**src/acgr_regs_map.vh**
```
// Register offsets, reset values and widths for the adaptive clock register bank.
// Assumes an 8-bit microcontroller data bus with 16-bit byte addresses.
// What this block does
// [RL1] The first synthesizer gets a 24-bit frequency word built from three byte registers.
// [RL2] The lowest address of a frequency triple holds bits 23:16, the next 15:8, the highest 7:0.
// [RL3] Every frequency byte can be read and written by the microcontroller and resets to zero.
// [RL4] The first word sets the codec master clock frequency when that synthesizer is selected.
// [RL5] The second synthesizer's output can serve as the other source of the codec master clock.
// [RL6] A 16-bit free-running counter advances once per codec master clock cycle.
// [RL7] At every USB start of frame the counter value is latched into the capture registers.
// [RL8] The counter's clock can be taken from either the primary or the second master clock.
// [RL9] The capture shows in two read-only bytes, high byte at the lower address, both reset to zero.
// [RL10] The second synthesizer has its own 24-bit word from three writable bytes, low bytes higher up.
// [RL11] The top byte of the second word sits in a writable register just below its middle byte.
// [RL12] The counter wraps silently, and the frame pulse is aligned to the counter's time base.
`ifndef ACGR_REGS_MAP_VH
`define ACGR_REGS_MAP_VH

`define ACGR_ADDR_W         16
`define ACGR_DATA_W         8
`define ACGR_CNT_W          16
`define ACGR_FRQ_W          24

`define ACGR_CAP_HIGH_ADDR  16'hFFE3
`define ACGR_CAP_LOW_ADDR   16'hFFE4
`define ACGR_S1_HIGH_ADDR   16'hFFE5
`define ACGR_S1_MID_ADDR    16'hFFE6
`define ACGR_S1_LOW_ADDR    16'hFFE7
`define ACGR_S2_HIGH_ADDR   16'hFFF7
`define ACGR_S2_MID_ADDR    16'hFFF8
`define ACGR_S2_LOW_ADDR    16'hFFF9

`define ACGR_BYTE_RST       8'h00
`define ACGR_CNT_RST        16'h0000
`define ACGR_CNT_ONE        16'h0001
`define ACGR_UNMAPPED_DATA  8'h00

`endif

```
**src/acgr_regs.v**
```verilog
// Adaptive clock generator register bank: frequency words and frame count capture.
// Assumes the microcontroller bus and the frame pulse run on sys_clk_i; master clocks are pins.
`timescale 1ns/10ps
`include "acgr_regs_map.vh"

module acgr_regs
(
	input  wire                      sys_clk_i,
	input  wire                      reset_i,
	input  wire [`ACGR_ADDR_W-1:0]   bus_addr_i,
	input  wire                      bus_wr_i,
	input  wire [`ACGR_DATA_W-1:0]   bus_wdata_i,
	output reg  [`ACGR_DATA_W-1:0]   bus_rdata_o,
	input  wire                      usb_sof_i,
	input  wire                      primary_codec_clock_out_i,
	input  wire                      second_codec_clock_out_i,
	input  wire                      count_clk_sel_i,
	output reg  [`ACGR_FRQ_W-1:0]    first_adaptive_synth_freq_word_o,
	output reg  [`ACGR_FRQ_W-1:0]    second_adaptive_synth_freq_word_o,
	output reg  [`ACGR_CNT_W-1:0]    frame_count_latch_o
);

	//--------------------------------------------------------------
	// Storage
	//--------------------------------------------------------------
	reg [`ACGR_DATA_W-1:0] s1_high_q;
	reg [`ACGR_DATA_W-1:0] s1_mid_q;
	reg [`ACGR_DATA_W-1:0] s1_low_q;
	reg [`ACGR_DATA_W-1:0] s2_high_q;
	reg [`ACGR_DATA_W-1:0] s2_mid_q;
	reg [`ACGR_DATA_W-1:0] s2_low_q;
	reg [`ACGR_CNT_W-1:0]  count_q;
	reg [`ACGR_CNT_W-1:0]  count_d;
	reg [`ACGR_CNT_W-1:0]  latch_q;
	reg [1:0]              mclk_meta_q;
	reg [1:0]              mclk_sync_q;
	reg                    mclk_prev_q;
	reg [`ACGR_DATA_W-1:0] rdata_d;
	wire                   mclk_sel;
	wire                   mclk_rise;

	function hit;
		input [`ACGR_ADDR_W-1:0] addr;
		input [`ACGR_ADDR_W-1:0] target;
		begin
			hit = (addr == target);
		end
	endfunction

	//--------------------------------------------------------------
	// Frequency byte registers
	//--------------------------------------------------------------
	always @(posedge sys_clk_i)
	begin
		if (reset_i)
		begin
			s1_high_q <= `ACGR_BYTE_RST; // [RL3]
			s1_mid_q  <= `ACGR_BYTE_RST; // [RL3]
			s1_low_q  <= `ACGR_BYTE_RST; // [RL3]
			s2_high_q <= `ACGR_BYTE_RST; // [RL11]
			s2_mid_q  <= `ACGR_BYTE_RST; // [RL10]
			s2_low_q  <= `ACGR_BYTE_RST; // [RL10]
		end
		else if (bus_wr_i)
		begin
			if (hit(bus_addr_i, `ACGR_S1_HIGH_ADDR))
				s1_high_q <= bus_wdata_i; // [RL3]
			if (hit(bus_addr_i, `ACGR_S1_MID_ADDR))
				s1_mid_q <= bus_wdata_i; // [RL3]
			if (hit(bus_addr_i, `ACGR_S1_LOW_ADDR))
				s1_low_q <= bus_wdata_i; // [RL3]
			if (hit(bus_addr_i, `ACGR_S2_HIGH_ADDR))
				s2_high_q <= bus_wdata_i; // [RL11]
			if (hit(bus_addr_i, `ACGR_S2_MID_ADDR))
				s2_mid_q <= bus_wdata_i; // [RL10]
			if (hit(bus_addr_i, `ACGR_S2_LOW_ADDR))
				s2_low_q <= bus_wdata_i; // [RL10]
		end
	end

	//--------------------------------------------------------------
	// Word outputs to the synthesizers
	//--------------------------------------------------------------
	// Registered so the synthesizers never see a half-written byte mid-cycle
	always @(posedge sys_clk_i)
	begin
		if (reset_i)
		begin
			first_adaptive_synth_freq_word_o  <= {3{`ACGR_BYTE_RST}};
			second_adaptive_synth_freq_word_o <= {3{`ACGR_BYTE_RST}};
		end
		else
		begin
			first_adaptive_synth_freq_word_o  <= {s1_high_q, s1_mid_q, s1_low_q}; // [RL1] [RL2] [RL4]
			second_adaptive_synth_freq_word_o <= {s2_high_q, s2_mid_q, s2_low_q}; // [RL10] [RL5]
		end
	end

	//--------------------------------------------------------------
	// Master clock sampling
	//--------------------------------------------------------------
	// Master clocks must stay below half of sys_clk_i or edges are missed
	always @(posedge sys_clk_i)
	begin
		if (reset_i)
		begin
			mclk_meta_q <= 2'h0;
			mclk_sync_q <= 2'h0;
			mclk_prev_q <= 1'b0;
		end
		else
		begin
			mclk_meta_q <= {second_codec_clock_out_i, primary_codec_clock_out_i};
			mclk_sync_q <= mclk_meta_q;
			mclk_prev_q <= mclk_sel;
		end
	end

	assign mclk_sel  = count_clk_sel_i ? mclk_sync_q[1] : mclk_sync_q[0]; // [RL8]
	assign mclk_rise = mclk_sel & ~mclk_prev_q;

	//--------------------------------------------------------------
	// Free-running counter and frame capture
	//--------------------------------------------------------------
	always @*
	begin
		count_d = count_q;
		if (mclk_rise)
			count_d = count_q + `ACGR_CNT_ONE; // [RL6] [RL12]
	end

	always @(posedge sys_clk_i)
	begin
		if (reset_i)
		begin
			count_q             <= `ACGR_CNT_RST;
			latch_q             <= `ACGR_CNT_RST; // [RL9]
			frame_count_latch_o <= `ACGR_CNT_RST;
		end
		else
		begin
			count_q <= count_d;
			// Frame pulse shares the counter's time base, so no extra crossing
			if (usb_sof_i)
				latch_q <= count_q; // [RL7] [RL12]
			frame_count_latch_o <= latch_q;
		end
	end

	//--------------------------------------------------------------
	// Read path
	//--------------------------------------------------------------
	always @*
	begin
		rdata_d = `ACGR_UNMAPPED_DATA;
		if (hit(bus_addr_i, `ACGR_CAP_HIGH_ADDR))
			rdata_d = latch_q[15:8]; // [RL9]
		else if (hit(bus_addr_i, `ACGR_CAP_LOW_ADDR))
			rdata_d = latch_q[7:0]; // [RL9]
		else if (hit(bus_addr_i, `ACGR_S1_HIGH_ADDR))
			rdata_d = s1_high_q; // [RL3]
		else if (hit(bus_addr_i, `ACGR_S1_MID_ADDR))
			rdata_d = s1_mid_q;
		else if (hit(bus_addr_i, `ACGR_S1_LOW_ADDR))
			rdata_d = s1_low_q;
		else if (hit(bus_addr_i, `ACGR_S2_HIGH_ADDR))
			rdata_d = s2_high_q; // [RL11]
		else if (hit(bus_addr_i, `ACGR_S2_MID_ADDR))
			rdata_d = s2_mid_q;
		else if (hit(bus_addr_i, `ACGR_S2_LOW_ADDR))
			rdata_d = s2_low_q;
	end

	always @(posedge sys_clk_i)
	begin
		if (reset_i)
			bus_rdata_o <= `ACGR_UNMAPPED_DATA;
		else
			bus_rdata_o <= rdata_d;
	end

endmodule // acgr_regs

```
**config.mk**
```make
export PLATFORM = sky130hd
export DESIGN_NAME = acgr_regs
export DESIGN_NICKNAME = d
export VERILOG_FILES = /design/src/acgr_regs.v
export VERILOG_INCLUDE_DIRS = /design/src /design/src/src
export SDC_FILE = /design/constraint.sdc
export NUM_CORES = 1
export LEC_CHECK = 0
export ABC_AREA = 0
export BUFFER_PORTS_ARGS = -buffer_cell sky130_fd_sc_hd__clkbuf_2
export CAP_MARGIN = 15
export CORE_ASPECT_RATIO = 0.75
export CORE_MARGIN = 5
export CORE_UTILIZATION = 35
export DETAILED_ROUTE_END_ITERATION = 6
export SYNTH_ARGS = -nofsm -noshare
export SYNTH_HDL_FRONTEND = slang
export SYNTH_SLANG_ARGS = --single-unit
```
**constraint.sdc**
```tcl
create_clock -name sys_clk_i -period 2.1 [get_ports sys_clk_i]
set_clock_uncertainty 0.2 [all_clocks]
set_input_delay 0.42 -clock sys_clk_i [delete_from_list [all_inputs] [get_ports sys_clk_i]]
set_output_delay 0.42 -clock sys_clk_i [all_outputs]
set_load 0.05 [all_outputs]
```
==> results of run 1 <==
[sequential cells by signal (all words and copies together) (netlist names)]
| name | count |
|---|---|
| bus_rdata_o | 8 |
| count_q | 16 |
| first_adaptive_synth_freq_word_o | 24 |
| frame_count_latch_o | 16 |
| latch_q | 16 |
| mclk_meta_q | 2 |
| mclk_prev_q | 1 |
| mclk_sync_q | 2 |
| s1_high_q | 8 |
| s1_low_q | 8 |
| s1_mid_q | 8 |
| s2_high_q | 8 |
| s2_low_q | 8 |
| s2_mid_q | 8 |
| second_adaptive_synth_freq_word_o | 24 |
[power by group through the flow]
stage | combinational, mW | sequential [mW] | clock, mW
global route | 0.294 | 2.99 | 3.12
detailed placement | 0.272 | 3.06 | 0
CTS | 0.274 | 2.99 | 2.99
finish | 0.275 | 2.99 | 2.92
global placement | 0.272 | 3.06 | 0
floorplan | 0.136 | 3.06 | 0
[layout make-up]
cell class / count / area [sq um] / area share [%]
clock buffer: 18 / 429 / 5.61
clock inverter: 11 / 120 / 1.57
inverter: 7 / 26.3 / 0.344
multi-input combinational: 398 / 2640 / 34.5
sequential: 157 / 3140 / 41.1
tap: 215 / 269 / 3.52
timing repair buffer: 166 / 1020 / 13.4
[per-layer routing]
metal | part of all wire [%] | track usage [%] | up-vias
li1 | - | - | 2349
met5 | 0 | 0 | -
met3 | 5.8 | 4.90 | 13
met4 | 0.99 | 5.49 | 0
met1 | 52 | 26.0 | 2259
met2 | 41 | 24.3 | 133
[cell families (layout without fill, tap and decap cells)]
kind of cell    count (synthesis)  count (layout)
compound gates                 77              77
xor+xnor                       15              15
flops                         157             157
buf+inv                        42             202
fa+ha+maj                       1               1
mux                            51              51
simple gates                  254             254
[metrics by stage]
| stage | hold slack (ps) | total power [mW] | TNS [ps] | area [sq um] |
|---|---|---|---|---|
| 2_1_floorplan | 214 | 3.19 | 0 | 6020 |
| 3_3_place_gp | 224 | 3.33 | -3130 | 7090 |
| 3_5_place_dp | 231 | 3.33 | -3550 | 7090 |
| 4_1_cts | 3.54 | 6.26 | 0 | 7640 |
| 5_1_grt | 24.8 | 6.40 | 0 | 7640 |
| 6_report | 18.3 | 6.19 | 0 | 7640 |
[synthesized netlist by cell type (7+ instances only)]
master	count	area, sq um
nand3_1	15	75.1
nor2_1	69	259
a21oi_1	34	170
clkbuf_1	18	67.6
dfxtp_1	157	3140
inv_1	7	26.3
a22oi_1	9	67.6
nand2_1	54	203
mux2i_1	41	410
nor2b_1	67	419
o21ai_0	11	55.1
xor2_1	11	96.3
mux2_2	10	113
[critical path: cells and delay by family, from the launching register on]
family                     cells  cell delay, ps
xor gates and xnor gates       1             160
buffers and inverters          1             240
adders and majority gates      1             220
and+or+nand+nor                3             630
DFF                            1             430
[final timing paths]
check	endpoint	cells past startpoint	slack [ps]	from
setup / recovery	count_q[12]	6	100	count_q[0]
hold reg to reg	mclk_sync_q[0]	1	240	mclk_meta_q[0]
setup reg to reg	count_q[12]	6	100	count_q[0]
hold / removal	mclk_meta_q[1]	2	20	second_codec_clock_out_i
[timing repair]
item,in CTS,in global routing
hold endpoints to repair,1,0
resized for setup,0,0
setup buffers,0,0
hold buffers,1,0
==> results.cfg, run 1 <==
[clocking]
cts_buffers = 17
clockRootBuffer = clkbuf_16
cts_tree = yes
clock_sinks = 157
clock_latency_ps = 420
h-tree-depth = 4
clk_path_buf_depth = 2
path_clk_slew_ps = 60

[worst_setup_path]
slowest_delay_ps = 460
slowest_stage = nor4b_1
cp-start-kind = register
crit_arrival_ps = 2110
path_class = register to register
path_cells = ha_1, nor4b_1, buf_4, nand4_1, xor2_1, nor2_1
worstPathMaxFanout = 5
required_ps = 2210
end_kind = register

[pwr]
p_comb_share_pct = 4.4
powerDensity_nw_per_um2 = 809
swShare_pct = 22.3
p_sw_mw = 1.38
cell_internal_pwr_mw = 4.81
ir_worst_vdd_v = 0.000439
pwr-share-clk_pct = 47.2
leakagePower_nw = 3.31
seqPwrFrac_pct = 48.3

[die]
fp.dieW_um = 161
rows = 41
core-area_sq_um = 16800
initial_utilization_pct = 35.8
die-area_sq_um = 19900
fp.dieH_um = 124
ioPinCount = 103

[final_layout]
layout_commonest_cell = dfxtp_1
diodes = 0
final_cell_mix = 157 x dfxtp_1, 101 x clkbuf_2, 69 x nor2_1
nets = 779
finalNonFillerCells = 972
area_delta_synth_final_pct = 27.1
drive_above_1_share_pct = 29.9
n_fill_cell = 1635
final_util_pct = 45.4

[drt]
num_vias = 4754
wl_um = 17100
drc = 0
first_iter_violations = 274
wl_per_cell_um = 17.6
first_pass_iters = 6
ant_nets = 0
detail_route.vias_per_cell = 4.89

[logic_synthesis]
synth.distinct_cells = 57
synth.area.mux_share_pct = 8.69
yosysSeqAreaShare_pct = 52.2
synth_xor_area_share_pct = 2.18
syn-num-nets = 629
yosys.area_share.simple_pct = 24.4
synth_edf_count = 0
ys_warn_count = 0
synth_top_family_by_area = simple AND/OR/NAND/NOR gates
synth_compound_area_share_pct = 8.32
synth_fa_ha_area_share_pct = 0.208
ys_ff_latch = 157
synth.cell_area_sq_um = 6020
postSynthAreaPerCell_sq_um = 10.1
yosys_most_used_dff = dfxtp_1
ys_async_sr_fraction_pct = 0
synthCells = 597

[global_routing]
track_usage_pct = 17.5
antenna_found_initial = 0
grt_pass1_vias = 4527
grt_pass1_wl_um = 26200
grt_max_degree = 93
grt_overflow = 0

[place]
dp_cells = 942
dp_hpwl_um = 12900
dp_worst_setup_slack_ps = -239
io_buffers = 102
gp_congestion = 0.877

[run]
drv_cap = 0

[sta]
fin_crit_sh_pct = 95.1
rsz0062_at_grt = no
fmax_mhz = 501
hold_viol = 0
tightest_slew_ps = 535
period_needed_ps = 2000
slew_viol_final = 0
maxSlewHeadroom_pct = 63.3
finalSetupViolations = 0
setup_ws_ps = 102

[min_path]
hold_class = input pin to register

[outcome]
status = finished, final reports clean
No activity file was read; power rests on OpenSTA's default activity.
==> run 2, diff against run 1 <==
--- a/config.mk
+++ b/config.mk
@@ -11,8 +11,9 @@
 export CAP_MARGIN = 15
 export CORE_ASPECT_RATIO = 0.75
 export CORE_MARGIN = 5
-export CORE_UTILIZATION = 35
+export CORE_UTILIZATION = 50
 export DETAILED_ROUTE_END_ITERATION = 6
+export PLACE_DENSITY = 0.75
 export SYNTH_ARGS = -nofsm -noshare
 export SYNTH_HDL_FRONTEND = slang
 export SYNTH_SLANG_ARGS = --single-unit
==> run 2 against run 1 <==
Compared with the run above:
- sequential share of layout area is 0.074 points higher
- sequential cell count stayed put
- core utilization is 20 points higher
- largest power group is now clock
- highest routed layer unchanged
==> results.cfg, run 2 (synthesized netlist as in run 1, its figures left out) <==
[outcome]
status = finished, final reports clean

[worst_setup_path]
end_kind = register
path_cells = mux2_2, and3_2, a2111oi_1, buf_4, a221oi_1
slowest_stage = a2111oi_1
rr_endpoint = bus_rdata_o[5]
r2r_slack_ps = 20
cp_num_buf_inv = 1
cp_top_family = compound AO/OA/AOI/OAI gates
slowest_delay_ps = 600
worstPathMaxFanout = 3
required_ps = 2190
cp-start-kind = register
crit_arrival_ps = 2170
path_class = register to register
r2r-start = s1_low_q[5]
rr_worst_depth = 5

[final_layout]
diodes = 0
final_cell_mix = 157 x dfxtp_1, 101 x clkbuf_2, 69 x nor2_1
nets = 771
area_delta_synth_final_pct = 26.9
largestRegisters = first_adaptive_synth_freq_word_o x24, second_adaptive_synth_freq_word_o x24
drive_above_1_share_pct = 29.4
multi_input_area_sq_um = 2640
layout_commonest_cell = dfxtp_1
n_fill_cell = 966
regArea_sq_um = 3140

[sta]
slew_viol_final = 0
rsz0062_at_grt = no
fmax_mhz = 481
period_needed_ps = 2080
fin_crit_sh_pct = 99.0
hold_viol = 0
tightest_slew_ps = 679
setup_tns_ps = 0
finalSetupViolations = 0
maxSlewHeadroom_pct = 54.6

[clocking]
clockRootBuffer = clkbuf_16
cts_tree = yes
h-tree-depth = 4
postCtsSetupBuffers = 0
cts_buffers = 17
path_clk_slew_ps = 70
cts_resized = 0
clk_path_buf_depth = 2
clock_sinks = 157
clock_latency_ps = 420

[drt]
first_pass_iters = 5
drc = 0
ant_nets = 0
num_vias = 4805
wl_per_cell_um = 17.8
detail_route.vias_per_cell = 5.26
wl_um = 16300
first_iter_violations = 288

[pwr]
power_mw = 6.51
powerDensity_nw_per_um2 = 854
ir_worst_vdd_v = 0.000490
leakagePower_nw = 3.32

[die]
fp.dieW_um = 137
rows = 34
fp.dieH_um = 105
die-area_sq_um = 14300
initial_utilization_pct = 51.4
ioPinCount = 103
core-area_sq_um = 11700

[global_routing]
track_usage_pct = 23.0
grt_overflow = 0
grt_max_degree = 106
grt_pass1_wl_um = 25500
antenna_found_initial = 0
grt_pass1_vias = 4684

[min_path]
hold_depth = 2
hold_class = input pin to register
hold_end = mclk_meta_q[1]
min-delay-start = second_codec_clock_out_i

[place]
dp_hpwl_um = 12200
io_buffers = 102
gp_congestion = 0.934

[run]
drv_cap = 0
==> run 2: how the worst max path moves through the flow <==
stage / slack (ps) / cells after the start / startpoint / to
2_1_floorplan: 120 / 6 / bus_addr_i[11] / s1_low_q[0]
3_3_place_gp: -230 / 6 / bus_addr_i[0] / bus_rdata_o[5]
3_5_place_dp: -230 / 6 / bus_addr_i[0] / bus_rdata_o[5]
4_1_cts: 70 / 5 / s1_low_q[5] / bus_rdata_o[5]
5_1_grt: 6 / 6 / count_q[2] / count_q[8]
6_report: 20 / 5 / s1_low_q[5] / bus_rdata_o[5]
==> run 2: repair_timing <==
action                                  4_1_cts  5_1_grt
hold buffers                                  1        0
endpoints found under the setup margin        0        0
endpoints found under the hold margin         1        0
==> run 2: per-layer routing <==
| metal | vias to the layer above | part of all wire [%] | track usage (%) |
|---|---|---|---|
| met5 | - | 0 | 0 |
| li1 | 2334 | - | - |
| met4 | 0 | 0.89 | 5.40 |
| met2 | 144 | 44 | 34.7 |
| met1 | 2314 | 49 | 33.7 |
| met3 | 13 | 6.5 | 5.00 |
==> run 2: cell type report <==
type	count	area share, %
repair buffers	158	13.1
multi-input cells	398	34.5
clock inverters	14	2.61
clock buffers	17	5.57
flip-flops and latches	157	41.2
inverters	7	0.344
well taps	162	2.66
==> run 2: stage by stage <==
step	hold WS (ps)	std cells	cell area [sq um]	utilization (%)	setup WS [ps]
5_1_grt	22.9	913	7630	65.2	5.52
3_5_place_dp	236	881	7000	59.8	-225
2_1_floorplan	214	597	6020	-	116
3_3_place_gp	225	881	7000	59.8	-226
6_report	16.6	913	7630	65.2	21.5
4_1_cts	9.14	913	7630	65.2	70.9
==> run 2: power breakdown <==
| group | leakage, nW | internal, mW | switching (mW) |
|---|---|---|---|
| clock | 0.300 | 1.92 | 1.35 |
| sequential | 1.26 | 2.98 | 0.00457 |
| combinational | 1.76 | 0.0940 | 0.167 |
| total | 3.32 | 4.99 | 1.52 |
